<file path="src/include/ntd_pkg.sv">
// Shared constants for the target detection and test register bank.
// Assumes an 8-bit register port with 5-bit addresses, as used by the host port.
package ntd_pkg;
  // Register addresses
  localparam logic [4:0] ADDR_DETECT_LEVEL = 5'h18;
  localparam logic [4:0] ADDR_PROTOCOL     = 5'h19;
  localparam logic [4:0] ADDR_PIN_ROUTE    = 5'h1A;
  localparam logic [4:0] ADDR_TEST_MODE    = 5'h1B;
  // Values after reset
  localparam logic [7:0] RESET_BYTE        = 8'h00;
  // Writable bits (everything else reads zero), and the test bits a stop clears
  localparam logic [7:0] DETECT_WMASK      = 8'hEF;
  localparam logic [7:0] PIN_ROUTE_WMASK   = 8'hFF;
  localparam logic [7:0] TEST_MODE_WMASK   = 8'h2F;
  localparam logic [7:0] TEST_STOP_MASK    = 8'h0E;
  // Detection level fields
  localparam int ID_SIZE_LSB   = 6;
  localparam int SDD_EN_BIT    = 5;
  localparam int EXT_RANGE_BIT = 3;
  // Protocol status fields
  localparam int WAKE_BIT      = 7;
  localparam int COLL_BIT      = 6;
  localparam int ALT_CODE_BIT  = 4;
  localparam int SENS_BIT      = 3;
  localparam int TYPEB_BIT     = 2;
  // Pin routing fields
  localparam int OOK_IN_BIT    = 7;
  localparam int SUBC_OUT_BIT  = 6;
  localparam int DIRECT_BIT    = 5;
  localparam int OSEL_BIT      = 4;
  localparam int GAIN2_BIT     = 3;
  localparam int GAIN1_BIT     = 2;
  localparam int FOLLOW_BIT    = 1;
  localparam int AGC_BIT       = 0;
  // Test mode fields
  localparam int LEVEL_TEST_BIT = 5;
  localparam int FAST_CLK_BIT   = 0;
  // Identifier sizes
  localparam logic [1:0] ID_SIZE_BAD = 2'h3;
  localparam logic [3:0] ID_LEN_4    = 4'h4;
  localparam logic [3:0] ID_LEN_7    = 4'h7;
  localparam logic [3:0] ID_LEN_10   = 4'hA;
  // Interrupt status codes
  localparam logic [7:0] IRQ_FIELD   = 8'h04;
  localparam logic [7:0] IRQ_SDD     = 8'h08;
  localparam logic [7:0] IRQ_RX_DONE = 8'h40;
  // Auto anticollision sequencer states
  typedef enum logic [1:0] {
    SDD_IDLE = 2'b00,
    SDD_SEND = 2'b01,
    SDD_DONE = 2'b10
  } ntd_sdd_e;
endpackage

</file>
<file path="src/ntd_field_detect.sv">
// Field level comparators for wake-up and collision avoidance.
// Assumes field_level_in comes from a converter on clk_in; the collision
// comparator output is asynchronous and is synchronised here.
`timescale 1ns/100ps
module ntd_field_detect (
  input  wire logic       clk_in,
  input  wire logic       rst_n_in,
  input  wire logic [7:0] field_level_in,
  input  wire logic [2:0] wake_threshold_in,
  input  wire logic       extended_field_range_in,
  input  wire logic       collision_cmp_in,
  output logic            above_wake_level_out,
  output logic            above_collision_level_out
);
  typedef struct packed {
    logic [1:0] coll_sync;
    logic       above_wake;
  } ntd_fd_s;

  ntd_fd_s    st;
  ntd_fd_s    next_st;
  logic [7:0] wake_ref;

  always_comb
  begin
    next_st = st;
    next_st.coll_sync = {st.coll_sync[0], collision_cmp_in};
    // Extended range doubles the span each threshold step covers
    wake_ref = extended_field_range_in ? {wake_threshold_in, 5'h00}
                                       : {1'b0, wake_threshold_in, 4'h0};
    next_st.above_wake = (wake_threshold_in != 3'h0)
                         && (field_level_in >= wake_ref);
  end

  always_ff @(posedge clk_in or negedge rst_n_in)
  begin
    if (!rst_n_in)
      st <= '0;
    else
      st <= next_st;
  end

  assign above_wake_level_out      = st.above_wake;
  assign above_collision_level_out = st.coll_sync[1];
endmodule // ntd_field_detect

</file>
<file path="src/ntd_auto_sdd.sv">
// Automatic single device detection sequencer: sends the stored identifier
// one byte per cycle, then reports completion for one cycle.
// Assumes the identifier store answers id_index_out in the same cycle.
`timescale 1ns/100ps
module ntd_auto_sdd #(
  parameter int ID_MAX = 10
) (
  input  wire logic       clk_in,
  input  wire logic       rst_n_in,
  input  wire logic       start_in,
  input  wire logic [3:0] id_length_in,
  output logic            id_byte_req_out,
  output logic [3:0]      id_index_out,
  output logic            done_out
);
  typedef struct packed {
    ntd_pkg::ntd_sdd_e state;
    logic [3:0]        idx;
  } ntd_sdd_s;

  ntd_sdd_s st;
  ntd_sdd_s next_st;

  if (ID_MAX < 1 || ID_MAX > 15)
  begin : g_bad_param
    $error("ID_MAX out of range");
  end

  always_comb
  begin
    next_st = st;
    case (st.state)
      ntd_pkg::SDD_IDLE:
      begin
        next_st.idx = 4'h0;
        if (start_in)
          next_st.state = ntd_pkg::SDD_SEND;
      end
      ntd_pkg::SDD_SEND:
      begin
        next_st.idx = st.idx + 4'h1;
        if (st.idx + 4'h1 >= id_length_in)
          next_st.state = ntd_pkg::SDD_DONE;
      end
      ntd_pkg::SDD_DONE:
        next_st.state = ntd_pkg::SDD_IDLE;
      default:
        next_st.state = ntd_pkg::SDD_IDLE;
    endcase
  end

  always_ff @(posedge clk_in or negedge rst_n_in)
  begin
    if (!rst_n_in)
      st <= '{state: ntd_pkg::SDD_IDLE, idx: 4'h0};
    else
      st <= next_st;
  end

  assign id_byte_req_out = (st.state == ntd_pkg::SDD_SEND);
  assign id_index_out    = st.idx;
  assign done_out        = (st.state == ntd_pkg::SDD_DONE);
endmodule // ntd_auto_sdd

</file>
<file path="src/ntd_regs.sv">
// Target detection, protocol status and test registers with pin routing.
// Assumes a byte-wide register port on clk_in decoded from the host port,
// and decoder/analog status inputs on clk_in unless noted as pins.
`timescale 1ns/100ps
module ntd_regs #(
  parameter int ADDR_W = 5
) (
  input  wire logic              clk_in,
  input  wire logic              resetn_in,
  input  wire logic              chip_en_in,
  input  wire logic [ADDR_W-1:0] reg_addr_in,
  input  wire logic [7:0]        reg_wdata_in,
  input  wire logic              reg_wr_in,
  input  wire logic              reg_rd_in,
  input  wire logic              reg_cont_in,
  output logic [7:0]             reg_rdata_out,
  input  wire logic              test_stop_in,
  input  wire logic              card_emulation_in,
  input  wire logic [7:0]        field_level_in,
  input  wire logic              collision_cmp_in,
  input  wire logic              first_cmd_valid_in,
  input  wire logic [1:0]        first_cmd_rate_in,
  input  wire logic              first_cmd_alt_coding_in,
  input  wire logic              first_cmd_sens_in,
  input  wire logic              first_cmd_typeb_in,
  input  wire logic              rx_done_in,
  input  wire logic              irq_clear_in,
  output logic [7:0]             irq_status_out,
  output logic                   irq_out,
  output logic [3:0]             id_length_out,
  output logic                   id_size_err_out,
  output logic                   id_byte_req_out,
  output logic [3:0]             id_index_out,
  input  wire logic              on_off_keying_pin_in,
  input  wire logic              demod_data_in,
  output logic                   decoder_data_out,
  input  wire logic              modulation_pin_in,
  output logic                   modulation_pin_out,
  output logic                   modulation_pin_oe_out,
  input  wire logic              tx_mod_in,
  input  wire logic              rx_subcarrier_in,
  output logic                   tx_modulation_out,
  output logic                   rx_reset_out,
  input  wire logic [2:0]        rssi_level_in,
  input  wire logic [2:0]        agc_level_in,
  output logic [2:0]             rssi_status_out,
  output logic                   second_output_select_out,
  output logic                   second_stage_gain_cut_out,
  output logic                   first_stage_gain_cut_out,
  output logic                   follower_test_out,
  output logic                   field_level_test_out,
  output logic                   fast_coder_clock_out,
  output logic                   test_mode_out
);
  typedef struct packed {
    logic [1:0] en_sync;
    logic [1:0] ook_sync;
    logic [1:0] modin_sync;
    logic [7:0] detect_level;
    logic [4:0] proto;
    logic [7:0] pin_route;
    logic [7:0] test_mode;
    logic [7:0] irq_status;
    logic [7:0] rdata;
    logic       wake_prev;
    logic       decoder_data;
    logic       mod_out;
    logic       mod_oe;
    logic       tx_mod;
    logic [2:0] rssi;
  } ntd_regs_s;

  ntd_regs_s  st;
  ntd_regs_s  next_st;
  logic [1:0] rst_sync;
  logic       rst_n;
  logic       above_wake;
  logic       above_coll;
  logic       sdd_start;
  logic       sdd_done;
  logic       en_low;
  logic       proto_cont_rd;
  logic       first_capture;

  if (ADDR_W < 5)
  begin : g_bad_param
    $error("ADDR_W too narrow for the register map");
  end

  // Reset is released through two flops so all state leaves reset together
  always_ff @(posedge clk_in or negedge resetn_in)
  begin
    if (!resetn_in)
      rst_sync <= 2'b00;
    else
      rst_sync <= {rst_sync[0], 1'b1};
  end
  assign rst_n = rst_sync[1];

  ntd_field_detect i_ntd_field_detect (
    .clk_in                    (clk_in),
    .rst_n_in                  (rst_n),
    .field_level_in            (field_level_in),
    .wake_threshold_in         (st.detect_level[2:0]),
    .extended_field_range_in   (st.detect_level[ntd_pkg::EXT_RANGE_BIT]),
    .collision_cmp_in          (collision_cmp_in),
    .above_wake_level_out      (above_wake),
    .above_collision_level_out (above_coll)
  );

  ntd_auto_sdd i_ntd_auto_sdd (
    .clk_in          (clk_in),
    .rst_n_in        (rst_n),
    .start_in        (sdd_start),
    .id_length_in    (id_length_out),
    .id_byte_req_out (id_byte_req_out),
    .id_index_out    (id_index_out),
    .done_out        (sdd_done)
  );

  always_comb
  begin
    case (st.detect_level[7:6])
      2'b00:   id_length_out = ntd_pkg::ID_LEN_4;
      2'b01:   id_length_out = ntd_pkg::ID_LEN_7;
      2'b10:   id_length_out = ntd_pkg::ID_LEN_10;
      default: id_length_out = 4'h0;
    endcase
  end
  assign id_size_err_out = (st.detect_level[7:6] == ntd_pkg::ID_SIZE_BAD);

  // A prohibited size never starts the sequencer
  assign sdd_start = first_cmd_valid_in && first_cmd_sens_in && card_emulation_in
                     && st.detect_level[ntd_pkg::SDD_EN_BIT] && !id_size_err_out;
  assign en_low        = !st.en_sync[1];
  assign proto_cont_rd = reg_rd_in && reg_cont_in
                         && (reg_addr_in == ADDR_W'(ntd_pkg::ADDR_PROTOCOL));
  // A command is recorded while the protocol fields are all zero; the first nonzero one after a clear holds
  assign first_capture = first_cmd_valid_in && (st.proto == 5'h00);

  always_comb
  begin
    next_st = st;
    next_st.en_sync    = {st.en_sync[0], chip_en_in};
    next_st.ook_sync   = {st.ook_sync[0], on_off_keying_pin_in};
    next_st.modin_sync = {st.modin_sync[0], modulation_pin_in};
    next_st.wake_prev  = above_wake;

    // Register writes; the protocol register is read-only
    if (reg_wr_in)
    begin
      if (reg_addr_in == ADDR_W'(ntd_pkg::ADDR_DETECT_LEVEL))
        next_st.detect_level = reg_wdata_in & ntd_pkg::DETECT_WMASK;
      else if (reg_addr_in == ADDR_W'(ntd_pkg::ADDR_PIN_ROUTE))
        next_st.pin_route = reg_wdata_in & ntd_pkg::PIN_ROUTE_WMASK;
      else if (reg_addr_in == ADDR_W'(ntd_pkg::ADDR_TEST_MODE))
        next_st.test_mode = reg_wdata_in & ntd_pkg::TEST_MODE_WMASK;
    end
    // Stop ends test mode; a write in the same cycle wins
    if (test_stop_in && !(reg_wr_in && reg_addr_in == ADDR_W'(ntd_pkg::ADDR_TEST_MODE)))
      next_st.test_mode = st.test_mode & ~ntd_pkg::TEST_STOP_MASK;

    if (reg_rd_in)
    begin
      if (reg_addr_in == ADDR_W'(ntd_pkg::ADDR_DETECT_LEVEL))
        next_st.rdata = st.detect_level;
      else if (reg_addr_in == ADDR_W'(ntd_pkg::ADDR_PROTOCOL))
        next_st.rdata = {above_wake, above_coll, 1'b0, st.proto};
      else if (reg_addr_in == ADDR_W'(ntd_pkg::ADDR_PIN_ROUTE))
        next_st.rdata = st.pin_route;
      else if (reg_addr_in == ADDR_W'(ntd_pkg::ADDR_TEST_MODE))
        next_st.rdata = st.test_mode;
      else
        next_st.rdata = ntd_pkg::RESET_BYTE;
    end

    // Clear after a continuous read, but a capture in the same cycle wins
    if (proto_cont_rd)
      next_st.proto = 5'h00;
    if (first_capture)
    begin
      next_st.proto[ntd_pkg::ALT_CODE_BIT] = first_cmd_alt_coding_in;
      next_st.proto[ntd_pkg::SENS_BIT]     = first_cmd_sens_in;
      next_st.proto[ntd_pkg::TYPEB_BIT]    = first_cmd_typeb_in;
      next_st.proto[1:0]                   = first_cmd_rate_in;
    end

    // Interrupt status: events set, host clears, set beats clear
    if (irq_clear_in)
      next_st.irq_status = 8'h00;
    if (card_emulation_in && above_wake && !st.wake_prev)
      next_st.irq_status = next_st.irq_status | ntd_pkg::IRQ_FIELD;
    if (sdd_done)
      next_st.irq_status = next_st.irq_status | ntd_pkg::IRQ_SDD;
    if (rx_done_in)
      next_st.irq_status = next_st.irq_status | ntd_pkg::IRQ_RX_DONE;

    // Pin routing; direct modulation takes the pin over from subcarrier out
    next_st.decoder_data = st.pin_route[ntd_pkg::OOK_IN_BIT] ? st.ook_sync[1]
                                                             : demod_data_in;
    if (st.pin_route[ntd_pkg::DIRECT_BIT])
    begin
      next_st.mod_oe  = 1'b0;
      next_st.mod_out = 1'b0;
      next_st.tx_mod  = st.modin_sync[1];
    end
    else
    begin
      next_st.mod_oe  = 1'b1;
      next_st.mod_out = st.pin_route[ntd_pkg::SUBC_OUT_BIT] ? rx_subcarrier_in
                                                            : tx_mod_in;
      next_st.tx_mod  = tx_mod_in;
    end
    next_st.rssi = st.pin_route[ntd_pkg::AGC_BIT] ? agc_level_in : rssi_level_in;

    // Enable low clears the protocol, routing, test and interrupt registers, not the detection level
    if (en_low)
    begin
      next_st.proto      = 5'h00;
      next_st.pin_route  = ntd_pkg::RESET_BYTE;
      next_st.test_mode  = ntd_pkg::RESET_BYTE;
      next_st.irq_status = 8'h00;
    end
  end

  always_ff @(posedge clk_in or negedge rst_n)
  begin
    if (!rst_n)
      st <= '0;
    else
      st <= next_st;
  end

  assign reg_rdata_out             = st.rdata;
  assign irq_status_out            = st.irq_status;
  assign irq_out                   = |st.irq_status;
  assign decoder_data_out          = st.decoder_data;
  assign modulation_pin_out        = st.mod_out;
  assign modulation_pin_oe_out     = st.mod_oe;
  assign tx_modulation_out         = st.tx_mod;
  assign rx_reset_out              = st.pin_route[ntd_pkg::DIRECT_BIT];
  assign rssi_status_out           = st.rssi;
  assign second_output_select_out  = st.pin_route[ntd_pkg::OSEL_BIT];
  assign second_stage_gain_cut_out = st.pin_route[ntd_pkg::GAIN2_BIT];
  assign first_stage_gain_cut_out  = st.pin_route[ntd_pkg::GAIN1_BIT];
  assign follower_test_out         = st.pin_route[ntd_pkg::FOLLOW_BIT];
  assign field_level_test_out      = st.test_mode[ntd_pkg::LEVEL_TEST_BIT];
  assign fast_coder_clock_out      = st.test_mode[ntd_pkg::FAST_CLK_BIT];
  assign test_mode_out             = |st.test_mode[3:1];

  property p_level_kept;
    @(posedge clk_in) disable iff (!rst_n)
    (en_low && !reg_wr_in) |=> $stable(st.detect_level);
  endproperty
  a_level_kept: assert property (p_level_kept) else $error("level lost");

  property p_id_len;
    @(posedge clk_in) disable iff (!rst_n)
    (st.detect_level[7:6] == 2'b10) |-> (id_length_out == 4'hA);
  endproperty
  a_id_len: assert property (p_id_len) else $error("bad id length");

  property p_sdd_done;
    @(posedge clk_in) disable iff (!rst_n)
    (sdd_start && !id_byte_req_out && !sdd_done) |-> ##[2:12] sdd_done;
  endproperty
  a_sdd_done: assert property (p_sdd_done) else $error("sdd stuck");

  property p_wake_off;
    @(posedge clk_in) disable iff (!rst_n)
    (st.detect_level[2:0] == 3'h0) |=> !above_wake;
  endproperty
  a_wake_off: assert property (p_wake_off) else $error("wake when off");

  property p_live;
    @(posedge clk_in) disable iff (!rst_n)
    (reg_rd_in && reg_addr_in == ADDR_W'(ntd_pkg::ADDR_PROTOCOL))
      |=> (reg_rdata_out[7:6] == $past({above_wake, above_coll}));
  endproperty
  a_live: assert property (p_live) else $error("live bits wrong");

  property p_cont_clear;
    @(posedge clk_in) disable iff (!rst_n)
    (proto_cont_rd && !first_capture) |=> (st.proto == 5'h00);
  endproperty
  a_cont_clear: assert property (p_cont_clear) else $error("no clear");

  property p_rate;
    @(posedge clk_in) disable iff (!rst_n)
    (first_capture && !en_low) |=> (st.proto[1:0] == $past(first_cmd_rate_in));
  endproperty
  a_rate: assert property (p_rate) else $error("rate not captured");

  property p_sdd_irq;
    @(posedge clk_in) disable iff (!rst_n)
    (sdd_done && !en_low) |=> irq_status_out[3] && irq_out;
  endproperty
  a_sdd_irq: assert property (p_sdd_irq) else $error("no sdd irq");

  property p_direct;
    @(posedge clk_in) disable iff (!rst_n)
    st.pin_route[ntd_pkg::DIRECT_BIT] |=> !modulation_pin_oe_out;
  endproperty
  a_direct: assert property (p_direct) else $error("mod pin driven");

  property p_subc_out;
    @(posedge clk_in) disable iff (!rst_n)
    (st.pin_route[ntd_pkg::SUBC_OUT_BIT] && !st.pin_route[ntd_pkg::DIRECT_BIT])
      |=> (modulation_pin_oe_out && (modulation_pin_out == $past(rx_subcarrier_in)));
  endproperty
  a_subc_out: assert property (p_subc_out) else $error("subcarrier not routed");

  property p_stop;
    @(posedge clk_in) disable iff (!rst_n)
    (test_stop_in && !reg_wr_in) |=> !test_mode_out;
  endproperty
  a_stop: assert property (p_stop) else $error("test mode stuck");

  c_sdd: cover property (@(posedge clk_in) disable iff (!rst_n) sdd_start ##[2:12] sdd_done);
  c_cap: cover property (@(posedge clk_in) disable iff (!rst_n)
    first_capture ##[1:20] proto_cont_rd);
  c_test: cover property (@(posedge clk_in) disable iff (!rst_n) test_mode_out ##1 test_stop_in);
endmodule // ntd_regs

</file>
<file path="config.mk">
export PLATFORM = sky130hd
export DESIGN_NAME = ntd_regs
export DESIGN_NICKNAME = d
export VERILOG_FILES = /design/src/include/ntd_pkg.sv /design/src/ntd_field_detect.sv /design/src/ntd_auto_sdd.sv /design/src/ntd_regs.sv
export SDC_FILE = /design/constraint.sdc
export NUM_CORES = 1
export LEC_CHECK = 0
export ABC_AREA = 1
export BUFFER_PORTS_ARGS = -buffer_cell sky130_fd_sc_hd__buf_4
export CAP_MARGIN = 10
export CORE_MARGIN = 4
export CORE_UTILIZATION = 40
export DETAILED_ROUTE_END_ITERATION = 10
export PLACE_DENSITY_LB_ADDON = 0.1
export SLEW_MARGIN = 20
export SYNTH_ARGS = -nofsm -noshare
export SYNTH_HDL_FRONTEND = slang
export SYNTH_SLANG_ARGS = --single-unit
export TNS_END_PERCENT = 20
</file>
<file path="constraint.sdc">
create_clock -name clk_in -period 2.4 [get_ports clk_in]
set_input_delay 0.24 -clock clk_in [delete_from_list [all_inputs] [get_ports clk_in]]
set_output_delay 0.24 -clock clk_in [all_outputs]
set_load 0.01 [all_outputs]
</file>
==> metrics.md <==
| Metric | Value |
|---|---|
| First DRT Iteration DRCs | `~110` |
| Drt wl/cell | `between 10 and 15 um` |
| Synth Warn # | `0` |
| Hold buffers post-CTS | `4` |
| Post-Place Setup Slack | `0.736 ns` |
| Total grt overflow | `0` |
| Clock Latency Late Sink | `around 0.33 ns` |
| First-pass iteration count of the detailed router | `4` |
| Crit path DAT | `1.88 ns` |
| Largest net degree at the start of global routing | `32` |
| Yosys reg bits | `between 60 and 70` |
| RSZ-0062 raised after global routing | `false` |
| Final hold vios | `0` |
| ANT nets after route | `0` |
| Worst Setup Start Kind | `flop` |
| P_leak | `approximately 0.0021 uW` |
| First-pass GRT wire length | `between 10000 and 15000 um` |
| CP required | `2.61 ns` |
| TritonCTS buffer count | `9` |
| Setup Total Neg Slack | `0 ns` |
| Critical path's largest stage delay | `around 0.38 ns` |
| FF-to-FF Start | `st[52]$_DFFE_PN0P_` |
| Area growth, synth to finish | `27.8%` |
| Num rows | `31` |
| Sequential area share after synthesis | `roughly half` |
| Post-Syn Area | `3090 um2` |
| Run status | `finished, final reports clean` |
| Synth area leaders | `dfrtp_1 (49%), nand2_1 (12%), buf_4 (5.8%)` |
| Vias | `2557` |
| Clock sink count | `61` |
| Initial antenna violation count | `0` |
| Worst Skew | `0.0106 ns` |
| Max IR drop VDD | `about 0.00032 V` |
| Worst-path fanout max | `4` |
| Layout cells sized above 1 | `24.6%` |
| Worst setup path category | `reg -> reg` |
| Worst-path clk slew | `roughly 0.07 ns` |
| Hold Crit Depth | `3` |
| Vias per cell | `about 4.7` |
| R2R depth | `9` |
| Maxcap violations | `0` |
| Pwr Density | `between 700 and 800 nW/um2` |
| Relative slew slack | `54.2%` |
| Hold WC Path Type | `in -> reg` |
| Die Y | `~96 um` |
| Final setup fails | `0` |
| Critical path, cell by cell | `inv_1 -> ha_1 -> inv_1 -> ha_1 -> inv_1 -> o21bai_1 -> nand3_1 -> nand4_1 -> o21ai_0` |
| Setup slack after layout | `~0.73 ns` |
| RePlAce Congestion | `approximately 0.82` |
| Reg-to-reg critical path endpoint | `i_ntd_auto_sdd.st[4]$_DFFE_PN0P_` |
| Min Clock Period, post-route | `about 1.7 ns` |
| Initial core utilization | `a little over two fifths` |
| Max-slew violations | `0` |
| Synth top area share | `49.5%` |
| Vias in the first global route | `2499` |
| Maximum clock rate | `around 600 MHz` |
| Yosys top cell by area | `dfrtp_1` |
| Reg2Reg Setup Slack | `~0.73 ns` |
| Fin crit share | `69.5%` |
| Clock buffer depth | `2` |
| Core Area | `7370 um2` |
| Die area | `just over 9000 um2` |
| Post-CTS setup buffer count | `0` |
| WL final | `7320 um` |
| Worst Hold End | `decoder_data_out$_DFF_PN0_` |
| Crit-path slowest cell | `dfrtp_1` |
| H-tree Lvls | `3` |
| Commonest non-fill, non-tap cell in the layout | `nand2_1` |
| Num ports | `91` |
| DP HPWL | `5730 um` |
| CP most frequent cell | `inv_1` |
| Mapped Cells | `around 360` |
| Most frequent cells in the layout | `nand2_1 (98), buf_4 (86), dfrtp_1 (60)` |
| Post-Syn Area per Cell | `about 8.5 um2` |
| Netlist cell types | `26` |
| Total track usage | `~17%` |
| Fill count | `a little over 700` |
| IO Port Bufs | `85` |
| Die W | `about 96 um` |
| Min-delay src | `demod_data_in` |
| Worst setup EP type | `flop` |
| PostCTS Resize Cnt | `0` |
| DRC errors left | `0` |
| Root Buffer Master | `clkbuf_8` |
| Hold slack final | `0.0950 ns` |
| Worst-Margin Slew | `approximately 0.7 ns` |
| Nets | `between 500 and 600` |
| Antenna cell count | `0` |
| CTS tree | `yes` |
## critical path: cells and delay by family (launching register included)
family	cells	cell delay, ns
AND/OR/NAND/NOR	2	0.18
adder cells (fa/ha/maj)	2	0.59
AO/OA/AOI/OAI	2	0.22
buffers and inverters	3	0.19
flip-flops	1	0.38
## power breakdown
part	internal [uW]	switching (uW)	total, uW
Clock	638	382	1020
Sequential	1130	94.7	1230
Combinational	279	318	598
Total	2050	795	2850
## metal layers
| layer | up-vias | wire, um | GRT usage [%] |
|---|---|---|---|
| li1 | 1294 | - | - |
| met1 | 1185 | 3260 | 22.5 |
| met2 | 71 | 3360 | 25.4 |
| met3 | 7 | 617 | 6.88 |
| met4 | 0 | 76 | 4.50 |
| met5 | - | 0 | 0 |
## cells by family after synthesis
| group | Yosys count | synth area share (%) |
|---|---|---|
| AO/OA/AOI/OAI | 36 | 6.16 |
| XOR/XNOR | 2 | 0.568 |
| flip-flops | 61 | 49.5 |
| buffers and inverters | 62 | 11.4 |
| adder cells (fa/ha/maj) | 13 | 5.27 |
| other | 2 | 0.243 |
| AND/OR/NAND/NOR | 187 | 26.9 |
## layout make-up
class                      count  area, um2  share of cell area [%]
clock buffer                  12        155                    3.93
clock inverter                 4       70.1                    1.78
inverter                      34        128                    3.24
multi-input combinational    244       1220                    31.0
sequential                    61       1530                    38.7
tap                           99        124                    3.14
timing repair buffer          92        716                    18.1
## cell usage after synthesis
master / instances
ha_1: 13
clkbuf_1: 1
nand2_1: 98
nand3b_1: 2
a22o_1: 2
inv_1: 34
nand3_4: 1
nor2_4: 2
nand3_1: 34
nor3_2: 1
buf_8: 1
xor2_1: 2
nand2_4: 2
conb_1: 2
a21oi_1: 10
or3_1: 2
nor2_2: 1
o21ai_0: 23
buf_4: 24
buf_6: 1
nand4_1: 7
nor3_1: 3
nor2_1: 34
o21bai_1: 1
clkbuf_8: 1
dfrtp_1: 61
## state kept, by name, indices dropped and copies added (netlist names), 2 cells and up
name                         flops
i_ntd_auto_sdd.id_index_out      4
i_ntd_auto_sdd.st                2
st                              22
next_st                          3
reg_rdata_out                    8
irq_status_out                   3
rst_sync                         2
rssi_status_out                  3
## worst max-delay path by stage
stage | startpoint | end | slack, ns | cells after the start
after floorplan | rst_sync[1]$_DFF_PN0_ | decoder_data_out$_DFF_PN0_ | 0.58 | 0
after global placement | st[51]$_DFFE_PN0P_ | i_ntd_auto_sdd.st[4]$_DFFE_PN0P_ | 0.81 | 9
after detailed placement | st[51]$_DFFE_PN0P_ | i_ntd_auto_sdd.st[4]$_DFFE_PN0P_ | 0.74 | 9
after CTS | st[51]$_DFFE_PN0P_ | i_ntd_auto_sdd.st[4]$_DFFE_PN0P_ | 0.71 | 9
after global routing | st[51]$_DFFE_PN0P_ | i_ntd_auto_sdd.st[4]$_DFFE_PN0P_ | 0.59 | 9
final | st[52]$_DFFE_PN0P_ | i_ntd_auto_sdd.st[4]$_DFFE_PN0P_ | 0.73 | 9
## through the flow
stage / power [uW] / utilization, % / std cells / area (um2)
after floorplan: 1600 / - / 367 / 3100
after global placement: 1830 / 49.8 / 525 / 3670
after detailed placement: 1850 / 49.8 / 525 / 3670
after CTS: 2880 / 53.4 / 545 / 3930
after global routing: 3020 / 53.5 / 546 / 3940
final: 2850 / 53.5 / 546 / 3940
(Power assumes the default switching activity.)
